===== src/common/tcc_pkg.sv =====
// Constants, register map and decode helpers of the four-channel capture/compare block.
// Assumes a byte-wide register view that is reached through 32-bit AXI4-Lite words.
package tcc_pkg;
  localparam int NUM_CH = 4;
  localparam int VAL_W  = 16;
  localparam int ADDR_W = 8;
  localparam int CH_LSB = 4;

  // Channel c sits at byte address c * 16 plus the register offset
  localparam logic [3:0] OFF_STATUS_CTRL = 4'h0;
  localparam logic [3:0] OFF_VALUE_HIGH  = 4'h4;
  localparam logic [3:0] OFF_VALUE_LOW   = 4'h8;

  // Field positions of channel_status_control
  localparam int BIT_FLAG = 7;
  localparam int BIT_IE   = 6;
  localparam int BIT_BUF  = 5;
  localparam int BIT_UNB  = 4;
  localparam int BIT_ELH  = 3;
  localparam int BIT_ELL  = 2;
  localparam int BIT_TOV  = 1;
  localparam int BIT_MAX  = 0;

  localparam logic [6:0] SC_RESET = 7'h00;

  // Edge/level select codes
  localparam logic [1:0] ELS_RELEASE  = 2'h0;
  localparam logic [1:0] ELS_RISE_TGL = 2'h1;
  localparam logic [1:0] ELS_FALL_CLR = 2'h2;
  localparam logic [1:0] ELS_ANY_SET  = 2'h3;

  localparam logic [1:0] RESP_OKAY   = 2'h0;
  localparam logic [1:0] RESP_SLVERR = 2'h2;

  function automatic logic [3:0] off_of(input logic [ADDR_W-1:0] a);
    return a[CH_LSB-1:0];
  endfunction

  function automatic logic [1:0] ch_of(input logic [ADDR_W-1:0] a);
    return a[CH_LSB+1:CH_LSB];
  endfunction

  function automatic logic addr_ok(input logic [ADDR_W-1:0] a);
    return (a[ADDR_W-1:CH_LSB+2] == 2'h0) &&
           (off_of(a) == OFF_STATUS_CTRL || off_of(a) == OFF_VALUE_HIGH ||
            off_of(a) == OFF_VALUE_LOW);
  endfunction
endpackage


===== src/common/tcc_reg_if.sv =====
// Byte-wide register access strobes between the bus slave and the channel core.
// Assumes one clock; strobes are single-cycle and qualified by the clock enable.
`timescale 1ns/1ps
interface tcc_reg_if;
  import tcc_pkg::*;
  logic              wr;
  logic [ADDR_W-1:0] waddr;
  logic [7:0]        wdata;
  logic              rd;
  logic [ADDR_W-1:0] raddr;
  logic [7:0]        rdata;
  modport bus  (output wr, waddr, wdata, rd, raddr, input rdata);
  modport core (input wr, waddr, wdata, rd, raddr, output rdata);
endinterface


===== src/rtl/tcc_channels.sv =====
// Four capture/compare channels with their status/control and value registers.
// Assumes an external counter giving its value, timer tick, overflow pulse and halt.
`timescale 1ns/1ps
// How it works
// Capture edge select: 01 rising, 10 falling, 11 either edge.
// Unbuffered compare action: 00 none, 01 toggle, 10 clear, 11 set.
// Buffered mode gives the same toggle, clear and set actions on match.
// Edge/level 00 releases the pin; low mode bit presets output, 0 high, 1 low.
// Released channel keeps its level and drives it once operation is enabled.
// Reset clears edge/level bits, so every pin starts released.
// Overflow toggle bit toggles compare output on each overflow; ignored in capture.
// Overflow toggle wins over a compare action in the same cycle.
// Overflow toggle, clear on compare and max duty force full duty.
// Max duty changes act from the next period after the write.
// Each channel has an unreset 16-bit capture or compare value.
// Reading high byte in capture mode blocks captures until low byte read.
// Writing high byte in compare mode blocks matches until low byte written.
// Pin should be stable two bus clocks before capture is enabled.
// Flag sets on an active capture edge or a compare match.
// Buffered mode on channel 0 or 2 disables channel 1 or 3.
// Counter halt inhibits all captures until it clears.
// Overflow pulse marks counter reaching modulo and the PWM period edge.
// Buffered pair switches to the last written value at overflow.
module tcc_channels
  import tcc_pkg::*;
(
  // Clock and reset
  input  wire logic              i_sys_clk,
  input  wire logic              i_nrst,
  input  wire logic              i_clk_en,
  // AXI4-Lite write
  input  wire logic [ADDR_W-1:0] i_axi_awaddr,
  input  wire logic              i_axi_awvalid,
  output logic                   o_axi_awready,
  input  wire logic [31:0]       i_axi_wdata,
  input  wire logic [3:0]        i_axi_wstrb,
  input  wire logic              i_axi_wvalid,
  output logic                   o_axi_wready,
  output logic [1:0]             o_axi_bresp,
  output logic                   o_axi_bvalid,
  input  wire logic              i_axi_bready,
  // AXI4-Lite read
  input  wire logic [ADDR_W-1:0] i_axi_araddr,
  input  wire logic              i_axi_arvalid,
  output logic                   o_axi_arready,
  output logic [31:0]            o_axi_rdata,
  output logic [1:0]             o_axi_rresp,
  output logic                   o_axi_rvalid,
  input  wire logic              i_axi_rready,
  // Shared counter
  input  wire logic [VAL_W-1:0]  i_counter,
  input  wire logic              i_tclk_en,
  input  wire logic              i_overflow,
  input  wire logic              i_counter_halt,
  // Channel pins
  input  wire logic [NUM_CH-1:0] i_channel_pin,
  output logic [NUM_CH-1:0]      o_channel_pin,
  output logic [NUM_CH-1:0]      o_channel_pin_oe,
  output logic [NUM_CH-1:0]      o_channel_event_flag
);
  tcc_reg_if regs ();

  tcc_axil_slave u_slave (
    .i_sys_clk     (i_sys_clk),
    .i_nrst        (i_nrst),
    .i_clk_en      (i_clk_en),
    .i_axi_awaddr  (i_axi_awaddr),
    .i_axi_awvalid (i_axi_awvalid),
    .o_axi_awready (o_axi_awready),
    .i_axi_wdata   (i_axi_wdata),
    .i_axi_wstrb   (i_axi_wstrb),
    .i_axi_wvalid  (i_axi_wvalid),
    .o_axi_wready  (o_axi_wready),
    .o_axi_bresp   (o_axi_bresp),
    .o_axi_bvalid  (o_axi_bvalid),
    .i_axi_bready  (i_axi_bready),
    .i_axi_araddr  (i_axi_araddr),
    .i_axi_arvalid (i_axi_arvalid),
    .o_axi_arready (o_axi_arready),
    .o_axi_rdata   (o_axi_rdata),
    .o_axi_rresp   (o_axi_rresp),
    .o_axi_rvalid  (o_axi_rvalid),
    .i_axi_rready  (i_axi_rready),
    .regs          (regs)
  );

  logic [6:0]       sc_reg      [NUM_CH];
  logic [VAL_W-1:0] val_reg     [NUM_CH];
  logic [NUM_CH-1:0] flag_reg;
  logic [NUM_CH-1:0] armed_reg;
  logic [NUM_CH-1:0] cap_block_reg;
  logic [NUM_CH-1:0] cmp_block_reg;
  logic [NUM_CH-1:0] out_reg;
  logic [NUM_CH-1:0] oe_reg;
  logic [NUM_CH-1:0] max_eff_reg;
  logic [1:0]        last_wr_reg;
  logic [1:0]        act_sel_reg;

  logic [6:0]       cfg         [NUM_CH];
  logic [VAL_W-1:0] cmp_val     [NUM_CH];
  logic [1:0]       els         [NUM_CH];
  logic [NUM_CH-1:0] dis;
  logic [NUM_CH-1:0] capture;
  logic [NUM_CH-1:0] compare;
  logic [NUM_CH-1:0] rise;
  logic [NUM_CH-1:0] fall;
  logic [NUM_CH-1:0] cap_hit;
  logic [NUM_CH-1:0] match;
  logic [NUM_CH-1:0] evt;
  logic [NUM_CH-1:0] ovf_act;
  logic [NUM_CH-1:0] wr_sc;
  logic [NUM_CH-1:0] wr_vh;
  logic [NUM_CH-1:0] wr_vl;
  logic [NUM_CH-1:0] rd_sc;
  logic [NUM_CH-1:0] rd_vh;
  logic [NUM_CH-1:0] rd_vl;

  for (genvar g = 0; g < NUM_CH; g++) begin : g_edge
    tcc_edge_detect u_edge (
      .i_sys_clk (i_sys_clk),
      .i_nrst    (i_nrst),
      .i_clk_en  (i_clk_en),
      .i_level   (i_channel_pin[g]),
      .o_rise    (rise[g]),
      .o_fall    (fall[g])
    );
  end

  always_comb begin
    for (int c = 0; c < NUM_CH; c++) begin
      wr_sc[c] = regs.wr && ch_of(regs.waddr) == 2'(c) && off_of(regs.waddr) == OFF_STATUS_CTRL;
      wr_vh[c] = regs.wr && ch_of(regs.waddr) == 2'(c) && off_of(regs.waddr) == OFF_VALUE_HIGH;
      wr_vl[c] = regs.wr && ch_of(regs.waddr) == 2'(c) && off_of(regs.waddr) == OFF_VALUE_LOW;
      rd_sc[c] = regs.rd && ch_of(regs.raddr) == 2'(c) && off_of(regs.raddr) == OFF_STATUS_CTRL;
      rd_vh[c] = regs.rd && ch_of(regs.raddr) == 2'(c) && off_of(regs.raddr) == OFF_VALUE_HIGH;
      rd_vl[c] = regs.rd && ch_of(regs.raddr) == 2'(c) && off_of(regs.raddr) == OFF_VALUE_LOW;
      // Odd channel of a buffered pair loses its status/control register and its pin
      dis[c]     = (c % 2 == 1) && sc_reg[c & 2][BIT_BUF];
      cfg[c]     = dis[c] ? SC_RESET : sc_reg[c];
      els[c]     = cfg[c][BIT_ELH:BIT_ELL];
      capture[c] = !cfg[c][BIT_BUF] && !cfg[c][BIT_UNB] && els[c] != ELS_RELEASE;
      compare[c] = cfg[c][BIT_BUF] || cfg[c][BIT_UNB];
      // Buffered channel compares against whichever pair member is active
      cmp_val[c] = cfg[c][BIT_BUF] ? val_reg[(c & 2) + int'(act_sel_reg[c / 2])]
                                   : val_reg[c];
      match[c]   = compare[c] && i_tclk_en && i_counter == cmp_val[c] &&
                   !cmp_block_reg[c] &&
                   !(cfg[c][BIT_BUF] && cmp_block_reg[c | 1]);
      cap_hit[c] = capture[c] && !i_counter_halt && !cap_block_reg[c] &&
                   ((els[c][0] && rise[c]) || (els[c][1] && fall[c]));
      evt[c]     = cap_hit[c] || match[c];
      ovf_act[c] = compare[c] && cfg[c][BIT_TOV] && i_overflow;
    end
  end

  // Status/control bits; reset leaves every pin released
  always_ff @(posedge i_sys_clk or negedge i_nrst) begin
    if (!i_nrst) begin
      for (int c = 0; c < NUM_CH; c++) begin
        sc_reg[c] <= SC_RESET;
      end
    end else if (i_clk_en) begin
      for (int c = 0; c < NUM_CH; c++) begin
        if (wr_sc[c] && !dis[c]) begin
          sc_reg[c] <= (c % 2 == 1) ? (regs.wdata[6:0] & ~(7'h01 << BIT_BUF))
                                    : regs.wdata[6:0];
        end
      end
    end
  end

  // Flag clears by reading it set and then writing 0; a new event always wins
  always_ff @(posedge i_sys_clk or negedge i_nrst) begin
    if (!i_nrst) begin
      flag_reg  <= '0;
      armed_reg <= '0;
    end else if (i_clk_en) begin
      for (int c = 0; c < NUM_CH; c++) begin
        if (evt[c]) begin
          flag_reg[c] <= 1'b1;
        end else if (wr_sc[c] && !dis[c] && !regs.wdata[BIT_FLAG] && armed_reg[c]) begin
          flag_reg[c] <= 1'b0;
        end
        if (evt[c] || wr_sc[c]) begin
          armed_reg[c] <= 1'b0;
        end else if (rd_sc[c] && flag_reg[c]) begin
          armed_reg[c] <= 1'b1;
        end
      end
    end
  end

  // Value registers carry no reset; a capture overrides a same-cycle write
  always_ff @(posedge i_sys_clk) begin
    if (i_clk_en) begin
      for (int c = 0; c < NUM_CH; c++) begin
        if (cap_hit[c]) begin
          val_reg[c] <= i_counter;
        end else if (wr_vh[c]) begin
          val_reg[c][15:8] <= regs.wdata;
        end else if (wr_vl[c]) begin
          val_reg[c][7:0] <= regs.wdata;
        end
      end
    end
  end

  // Byte access interlocks
  always_ff @(posedge i_sys_clk or negedge i_nrst) begin
    if (!i_nrst) begin
      cap_block_reg <= '0;
      cmp_block_reg <= '0;
    end else if (i_clk_en) begin
      for (int c = 0; c < NUM_CH; c++) begin
        if (rd_vl[c]) begin
          cap_block_reg[c] <= 1'b0;
        end else if (rd_vh[c] && capture[c]) begin
          cap_block_reg[c] <= 1'b1;
        end
        if (wr_vl[c]) begin
          cmp_block_reg[c] <= 1'b0;
        end else if (wr_vh[c] && (compare[c] || compare[c & 2])) begin
          cmp_block_reg[c] <= 1'b1;
        end
      end
    end
  end

  // Buffered pairs: the write target is remembered, taken over at overflow
  always_ff @(posedge i_sys_clk or negedge i_nrst) begin
    if (!i_nrst) begin
      last_wr_reg <= 2'h0;
      act_sel_reg <= 2'h0;
    end else if (i_clk_en) begin
      for (int p = 0; p < NUM_CH / 2; p++) begin
        if (wr_vl[2 * p]) begin
          last_wr_reg[p] <= 1'b0;
        end else if (wr_vl[2 * p + 1]) begin
          last_wr_reg[p] <= 1'b1;
        end
        if (i_overflow) begin
          act_sel_reg[p] <= last_wr_reg[p];
        end
      end
    end
  end

  // Max duty is sampled only at the period edge, so a change acts next period
  always_ff @(posedge i_sys_clk or negedge i_nrst) begin
    if (!i_nrst) begin
      max_eff_reg <= '0;
    end else if (i_clk_en) begin
      for (int c = 0; c < NUM_CH; c++) begin
        if (i_overflow) begin
          max_eff_reg[c] <= cfg[c][BIT_MAX];
        end
      end
    end
  end

  // Channel output level
  always_ff @(posedge i_sys_clk or negedge i_nrst) begin
    if (!i_nrst) begin
      out_reg <= '1;
    end else if (i_clk_en) begin
      for (int c = 0; c < NUM_CH; c++) begin
        if (els[c] == ELS_RELEASE) begin
          out_reg[c] <= !cfg[c][BIT_UNB];
        end else if (ovf_act[c]) begin
          if (max_eff_reg[c] && els[c] == ELS_FALL_CLR) begin
            out_reg[c] <= 1'b1;
          end else begin
            out_reg[c] <= !out_reg[c];
          end
        end else if (match[c]) begin
          case (els[c])
            ELS_RISE_TGL: out_reg[c] <= !out_reg[c];
            ELS_FALL_CLR: out_reg[c] <= max_eff_reg[c] && cfg[c][BIT_TOV];
            ELS_ANY_SET:  out_reg[c] <= 1'b1;
            default:      out_reg[c] <= out_reg[c];
          endcase
        end
      end
    end
  end

  // Pin ownership; the held level shows as soon as the driver turns on
  always_ff @(posedge i_sys_clk or negedge i_nrst) begin
    if (!i_nrst) begin
      oe_reg <= '0;
    end else if (i_clk_en) begin
      for (int c = 0; c < NUM_CH; c++) begin
        oe_reg[c] <= compare[c] && els[c] != ELS_RELEASE;
      end
    end
  end

  always_comb begin
    regs.rdata = 8'h00;
    for (int c = 0; c < NUM_CH; c++) begin
      if (ch_of(regs.raddr) == 2'(c)) begin
        case (off_of(regs.raddr))
          OFF_STATUS_CTRL: regs.rdata = dis[c] ? 8'h00 : {flag_reg[c], sc_reg[c]};
          OFF_VALUE_HIGH:  regs.rdata = val_reg[c][15:8];
          OFF_VALUE_LOW:   regs.rdata = val_reg[c][7:0];
          default:         regs.rdata = 8'h00;
        endcase
      end
    end
  end

  assign o_channel_pin        = out_reg;
  assign o_channel_pin_oe     = oe_reg;
  assign o_channel_event_flag = flag_reg;

  for (genvar g = 0; g < NUM_CH; g++) begin : g_chk

  end
endmodule


===== src/rtl/tcc_axil_slave.sv =====
// AXI4-Lite slave that turns bus words into byte-wide register strobes.
// Assumes a master that keeps one write and one read under way at a time.
`timescale 1ns/1ps
module tcc_axil_slave
  import tcc_pkg::*;
(
  // Clock and reset
  input  wire logic              i_sys_clk,
  input  wire logic              i_nrst,
  input  wire logic              i_clk_en,
  // Write channels
  input  wire logic [ADDR_W-1:0] i_axi_awaddr,
  input  wire logic              i_axi_awvalid,
  output logic                   o_axi_awready,
  input  wire logic [31:0]       i_axi_wdata,
  input  wire logic [3:0]        i_axi_wstrb,
  input  wire logic              i_axi_wvalid,
  output logic                   o_axi_wready,
  output logic [1:0]             o_axi_bresp,
  output logic                   o_axi_bvalid,
  input  wire logic              i_axi_bready,
  // Read channels
  input  wire logic [ADDR_W-1:0] i_axi_araddr,
  input  wire logic              i_axi_arvalid,
  output logic                   o_axi_arready,
  output logic [31:0]            o_axi_rdata,
  output logic [1:0]             o_axi_rresp,
  output logic                   o_axi_rvalid,
  input  wire logic              i_axi_rready,
  // Register strobes
  tcc_reg_if.bus                 regs
);
  logic              aw_have_reg;
  logic              w_have_reg;
  logic [ADDR_W-1:0] awaddr_reg;
  logic [7:0]        wdata_reg;
  logic              wlane_reg;
  logic              do_write;

  assign o_axi_awready = !aw_have_reg;
  assign o_axi_wready  = !w_have_reg;
  assign o_axi_arready = !o_axi_rvalid;
  assign do_write      = aw_have_reg && w_have_reg && !o_axi_bvalid;

  // Only byte lane 0 carries register bits; a write without it stores nothing
  assign regs.wr    = i_clk_en && do_write && wlane_reg && addr_ok(awaddr_reg);
  assign regs.waddr = awaddr_reg;
  assign regs.wdata = wdata_reg;
  assign regs.rd    = i_clk_en && i_axi_arvalid && o_axi_arready && addr_ok(i_axi_araddr);
  assign regs.raddr = i_axi_araddr;

  always_ff @(posedge i_sys_clk or negedge i_nrst) begin
    if (!i_nrst) begin
      aw_have_reg  <= 1'b0;
      w_have_reg   <= 1'b0;
      awaddr_reg   <= '0;
      wdata_reg    <= 8'h00;
      wlane_reg    <= 1'b0;
      o_axi_bvalid <= 1'b0;
      o_axi_bresp  <= RESP_OKAY;
    end else if (i_clk_en) begin
      if (i_axi_awvalid && !aw_have_reg) begin
        aw_have_reg <= 1'b1;
        awaddr_reg  <= i_axi_awaddr;
      end
      if (i_axi_wvalid && !w_have_reg) begin
        w_have_reg <= 1'b1;
        wdata_reg  <= i_axi_wdata[7:0];
        wlane_reg  <= i_axi_wstrb[0];
      end
      if (do_write) begin
        aw_have_reg  <= 1'b0;
        w_have_reg   <= 1'b0;
        o_axi_bvalid <= 1'b1;
        o_axi_bresp  <= addr_ok(awaddr_reg) ? RESP_OKAY : RESP_SLVERR;
      end else if (o_axi_bvalid && i_axi_bready) begin
        o_axi_bvalid <= 1'b0;
      end
    end
  end

  always_ff @(posedge i_sys_clk or negedge i_nrst) begin
    if (!i_nrst) begin
      o_axi_rvalid <= 1'b0;
      o_axi_rdata  <= 32'h0000_0000;
      o_axi_rresp  <= RESP_OKAY;
    end else if (i_clk_en) begin
      if (i_axi_arvalid && o_axi_arready) begin
        o_axi_rvalid <= 1'b1;
        o_axi_rdata  <= addr_ok(i_axi_araddr) ? {24'h00_0000, regs.rdata} : 32'h0000_0000;
        o_axi_rresp  <= addr_ok(i_axi_araddr) ? RESP_OKAY : RESP_SLVERR;
      end else if (o_axi_rvalid && i_axi_rready) begin
        o_axi_rvalid <= 1'b0;
      end
    end
  end
endmodule


===== src/rtl/tcc_edge_detect.sv =====
// Rising and falling edge detector for one channel pin.
// Assumes the pin input is already synchronous to the system clock.
`timescale 1ns/1ps
module tcc_edge_detect (
  // Clock and reset
  input  wire logic i_sys_clk,
  input  wire logic i_nrst,
  input  wire logic i_clk_en,
  // Pin level and edges
  input  wire logic i_level,
  output logic      o_rise,
  output logic      o_fall
);
  logic prev_reg;

  // Tracks the pin always, so a pin stable before enabling gives no false edge
  always_ff @(posedge i_sys_clk or negedge i_nrst) begin
    if (!i_nrst) begin
      prev_reg <= 1'b0;
    end else if (i_clk_en) begin
      prev_reg <= i_level;
    end
  end

  assign o_rise = i_level && !prev_reg;
  assign o_fall = !i_level && prev_reg;
endmodule


===== config.mk =====
export PLATFORM = sky130hd
export DESIGN_NAME = tcc_channels
export DESIGN_NICKNAME = d
export VERILOG_FILES = /design/src/common/tcc_pkg.sv /design/src/common/tcc_reg_if.sv /design/src/rtl/tcc_channels.sv /design/src/rtl/tcc_axil_slave.sv /design/src/rtl/tcc_edge_detect.sv
export SDC_FILE = /design/constraint.sdc
export NUM_CORES = 1
export LEC_CHECK = 0
export BUFFER_PORTS_ARGS = -buffer_cell sky130_fd_sc_hd__buf_2
export CORE_UTILIZATION = 55
export DETAILED_ROUTE_END_ITERATION = 10
export GPL_TIMING_DRIVEN = 0
export PLACE_DENSITY = 0.87
export SETUP_SLACK_MARGIN = 0.1
export SYNTH_ARGS = -nofsm -noshare
export SYNTH_HDL_FRONTEND = slang
export SYNTH_SLANG_ARGS = --single-unit

===== constraint.sdc =====
create_clock -name i_sys_clk -period 2.78 [get_ports i_sys_clk]
set_clock_uncertainty 0.1 [all_clocks]
set_input_delay 0.417 -clock i_sys_clk [delete_from_list [all_inputs] [get_ports i_sys_clk]]
set_output_delay 0.417 -clock i_sys_clk [all_outputs]
set_load 0.02 [all_outputs]

# Word-level counts from Yosys, hierarchy flattened
# Memory sizes are Yosys's and may differ from the RTL's.
# Cells that the tools add are included.
dict set report word_totals {
  output_inout_bits 53
  word_cells 502
  n_memories 1
  ramBits 64
  reg_bits 119
}
# memory depth word_bits read_ports rd_ports_with_merged_regs write_ports line
set memory_table {}
lappend memory_table {val_reg 4 16 6 0 4 tcc_channels.sv:88} ;# logic [VAL_W-1:0] val_reg [NUM_CH];
dict set report op_classes {
  add_sub_neg 1
  muxes 139
  eq_ne 26
  reduce_logical 284
  bitwise_logic 8
}
# operator n
set op_table {}
lappend op_table {{$logic_and 1x1->1} 143}
lappend op_table {{$mux 8} 15}
lappend op_table {{$mux 1} 108}
lappend op_table {{$pmux 8 s3} 4}
lappend op_table {{$eq 16x16->1} 4}
lappend op_table {{$mux 16} 4}
lappend op_table {{$reduce_and 2->1} 31}
lappend op_table {{$reduce_bool 2->1} 26}
lappend op_table {{$logic_not 1->1} 36}
lappend op_table {{$eq 2x2->1 const B} 12}
lappend op_table {{$logic_or 1x1->1} 20}
lappend op_table {{$reduce_bool 5->1} 4}
lappend op_table {{$logic_not 2->1} 8}
lappend op_table {{$eq 2x1->1 const B} 6}
lappend op_table {{$pmux 1 s3} 4}
lappend op_table {{$reduce_and 3->1} 4}
lappend op_table {{$reduce_bool 3->1} 4}
lappend op_table {{$mux 5} 2}
lappend op_table {{$eq 4x3->1 const B} 2}
lappend op_table {{$eq 4x4->1 const B} 2}
lappend op_table {{$logic_not 4->1} 2}
lappend op_table {{$or 1x1->1} 8}
lappend op_table {{$mux 2} 2}
lappend op_table {{$add 2x1->2 const A} 1}
lappend op_table {{3 further kinds} 6}

# Logic depth before layout (Yosys ltp)
dict set report logic_depth {
  depth_word 13
  ltp_mapped 10
}

# Hierarchy
# A second synthesis with hierarchy kept.
dict set report hier_totals {
  hier_cells 924
  hier_area_um2 9296.4
}
# mod area_each_um2 seq_area_each_um2 n_inst cells_each
set by_module_without_submodules {}
lappend by_module_without_submodules {tcc_channels 7586.0 3378.2 1 771}
lappend by_module_without_submodules {tcc_axil_slave 1500.2 775.7 1 137}
lappend by_module_without_submodules {tcc_edge_detect 52.6 25.0 4 4}

# Worst setup path before layout
# No wires, ideal clock.
dict set report synth_timing {
  kind {reg2reg}
  from {register u_slave.o_axi_bvalid}
  to {memory val_reg[3][10] (data pin)}
  n_path_buf 1
  setup_slack_ns 0.281
  required_time_ns 2.420
  t_arrival_ns 2.139
  setup_ns 0.260
  stages_incl_launch_ff 8
  cell_sequence {dfrtp_1 and4b_1 buf_2 nand4_2 nor3b_2 nand3_1 nor2_2 mux2_2}
}
# element line
set synth_rtl {}
lappend synth_rtl {{from (decl)} tcc_axil_slave.sv:20} ;# output logic o_axi_bvalid,
lappend synth_rtl {{from (signal assigned)} tcc_axil_slave.sv:59} ;# o_axi_bvalid <= 1'b0;
lappend synth_rtl {{from (signal assigned)} tcc_axil_slave.sv:74} ;# o_axi_bvalid <= 1'b1;
lappend synth_rtl {{from (signal assigned)} tcc_axil_slave.sv:77} ;# o_axi_bvalid <= 1'b0;
lappend synth_rtl {{to (decl)} tcc_channels.sv:88}

==> metrics.txt <==
Synth Area in Simple Gates=15.25%; layout cell share with drive strength beyond 1=28.93%; sequential area share after synthesis=between 40 and 50%; fin cells=around 1.2k; Routed wire per std cell=25.36 microns; Crit Path Class=reg -> reg; DIE AREA=between 15000 and 20000 sq um; Avg Cell Area, Syn=around 11 sq um; Total GRT Usage=a little under two fifths; CP cell instances=nor4bb_2 > nand4_2 > nor2_1 > nand2_2 > nor2_1 > mux2_2; CP max stage cell=nor2_1; WL final=about 30000 microns; fin crit period=roughly 2.8 ns; worst path bufs/invs=0; DP HPWL=approximately 22000 microns; GPL Wtd Cong=1.022; number of flops mapped to enable cells by yosys=between 60 and 70; Ports=136; first-pass iteration count of the detailed router=11; Horiz. Die Dim=130.7 microns; Clock transition at path regs=~0.070 ns; FF-to-FF Start=u_slave.regs.waddr[1]; Clk Latency, worst-skew pair=0.44 ns; Top Family by Delay on Critical Path=simple AND/OR/NAND/NOR gates; power density cells=620.3 nW/um^2; HP Start=i_axi_wdata[5]; Placed Instances=around 1.2k; synth cell count leaders=115 x mux2_2, 89 x dfrtp_1, 79 x nand2_1; Max stage delay on crit path=about 0.59 ns; first-pass GRT wire length=approximately 44000 microns; Slew HR=between 30 and 40%; I/O Buffers=65; Placed Area=around 9800 sq um; unrepaired setup endpoints after global routing=true; Setup TNS=0 ns; synthesized area=between 9000 and 10000 sq um; Clock H-tree levels=4; failing checks=DRC; worst IR drop on VDD=about 0.73 mV; top-count cell post-synth=mux2_2; Tcrit/Tclk final=99.56%; Worst-Margin Slew=~1.0 ns; Filler cells=1224; crit path DAT=approximately 2.9 ns; post-synth top area share=between 20% and 30%; HP Class=in -> reg; Worst Setup End Kind=flip-flop; mux cell area share after synthesis=15.22%; post-synthesis cell type count=68; total CTS buffers=17; Top FF cell, synth=dfrtp_1; fin nets=roughly 1.1k; clk root buf=clkbuf_16; MaxCap Viol Count=0; f_max=361.3 MHz; fin area=~11000 sq um; area fraction in compound gates after synthesis=13.00%; Die Y-Extent=between 100 and 150 microns; CTS tree=yes; gr ovfl total=0; Cell Rows=46; post-synthesis to final-layout area growth=16.83%; CTS max path bufs=2; LEAKAGE=between 4 and 5 nW; Seq cells post-synth=~160; max reg flops=64; largest area contributor in the netlist=dfrtp_1; most used cell, CP=nor2_1; adder-cell share of the synthesized area=0%; Crit Path Max Fanout=8; Critical path origin=u_slave.regs.waddr[1]; run status=finished, violations left; Slew Limit Fails=0; post-DR vias/cell=roughly 6.6; initial antenna violation count=1; asr flop ratio synth=between 50 and 60%; Vias=between 7k and 8k; synth top area cells=dfrtp_1 24%, edfxtp_1 21%, mux2_2 14%; count of final setup violators=0; initial core utilization=56.76%; Core Area=around 16000 sq um; Post-Syn Instances=868; Initial DRC Count=about 1.1k; largest family of logic cells by synthesized area=simple AND/OR/NAND/NOR gates; vias in the first global route=approximately 7.2k; Startpoint Class=flip-flop; Ys Warns=0; total power=approximately 0.0066 W; Final Hold Vio Count=0; post-route ant nets=0; Sink Count=157; pin count of the biggest net entering global routing=59; DRC=2; Post-Synth XOR/XNOR Area=about 3.7%; WP data required=approximately 2.9 ns
[worst reg2reg max path, stage by stage, from the launching register on]
cell      delay [ns]
dfrtp_1         0.44
nor4bb_2        0.39
nand4_2         0.24
nor2_1          0.21
nand2_2         0.14
nor2_1          0.59
mux2_2          0.42
[timing repair]
action	4_1_cts	5_1_grt
gates resized for setup	14	16
hold buffers	1	0
pin swaps	0	7
endpoints found under the hold margin	34	0
buffers inserted	0	7
endpoints found under the setup margin	87	102
[cell usage in the layout, fill, tap and decap left out, types with 5 or more instances in the layout]
cell type / count
mux2_2: 115
dfrtp_1: 89
nand2_1: 76
buf_2: 68
edfxtp_1: 64
clkbuf_1: 49
nor2_1: 43
o21ai_0: 31
inv_1: 31
buf_4: 31
a21oi_1: 26
conb_1: 26
nor2b_1: 22
xor2_1: 21
a31oi_1: 20
xnor2_1: 18
clkbuf_16: 17
a22oi_1: 16
nor3_1: 16
nand3b_1: 14
nand3_1: 13
and2_1: 10
a222oi_1: 8
a221oi_1: 7
mux2i_1: 7
nand2b_1: 6
nand4_1: 6
and3_1: 6
a21o_1: 6
o22ai_1: 6
a32oi_1: 5
o211ai_1: 5
clkbuf_2: 5
nor4_2: 5
[where the power goes]
part | internal (W) | switching [W]
sequential | 0.00261 | 0.000241
combinational | 0.000452 | 0.000888
clock | 0.00136 | 0.00105
[metal layers]
metal  track usage (%)  up-vias  wire length [microns]
met3             10.10      130                   3702
met2             57.33      609                  13980
met5             2.353        -                      0
met4             17.44        0                   1611
met1             47.56     3849                  11540
li1                  -     3393                      -
[through the flow]
| step | hold WS [ns] | util (%) | worst slack [ns] |
|---|---|---|---|
| after floorplan | 0.02141 | - | 0.2810 |
| after global placement | 0.3634 | 61.06 | -0.6424 |
| after detailed placement | 0.3265 | 61.31 | -0.5068 |
| after CTS | 0.1019 | 65.48 | 0.09328 |
| after global routing | 0.1024 | 66.32 | -0.07776 |
| final | 0.1011 | 66.32 | 0.01218 |
[logic make-up after synthesis]
family                    Yosys count
DFF                               157
AOI/OAI and AO/OA                 170
muxes                             123
and+or+nand+nor                   258
xor gates and xnor gates           39
other                               1
buffers and inverters             120
[layout make-up]
type	instances	area (sq um)	area share (%)
clock buffers	18	439.2	4.124
clock inverters	14	155.1	1.457
flip-flops and latches	157	4254	39.95
diodes	1	2.502	0.02350
inverters	31	116.4	1.093
repair buffers	75	460.4	4.324
plain buffers	88	441.7	4.148
well taps	216	270.3	2.538
multi-input cells	616	4509	42.35
[worst paths after layout]
| kind | to | slack, ns | depth (start not counted) |
|---|---|---|---|
| setup / recovery | val_reg[2][1] | 0.01 | 6 |
| hold / removal | u_slave.regs.wdata[5] | 0.10 | 2 |
| setup reg to reg | val_reg[2][1] | 0.01 | 6 |
| hold reg to reg | u_slave.o_axi_rdata[5] | 0.38 | 2 |
| max in group asynchronous | o_channel_pin[0] | 1.47 | 3 |
| min in group asynchronous | cfg[9] | 0.40 | 2 |
Power figures use the tool's default switching activity.
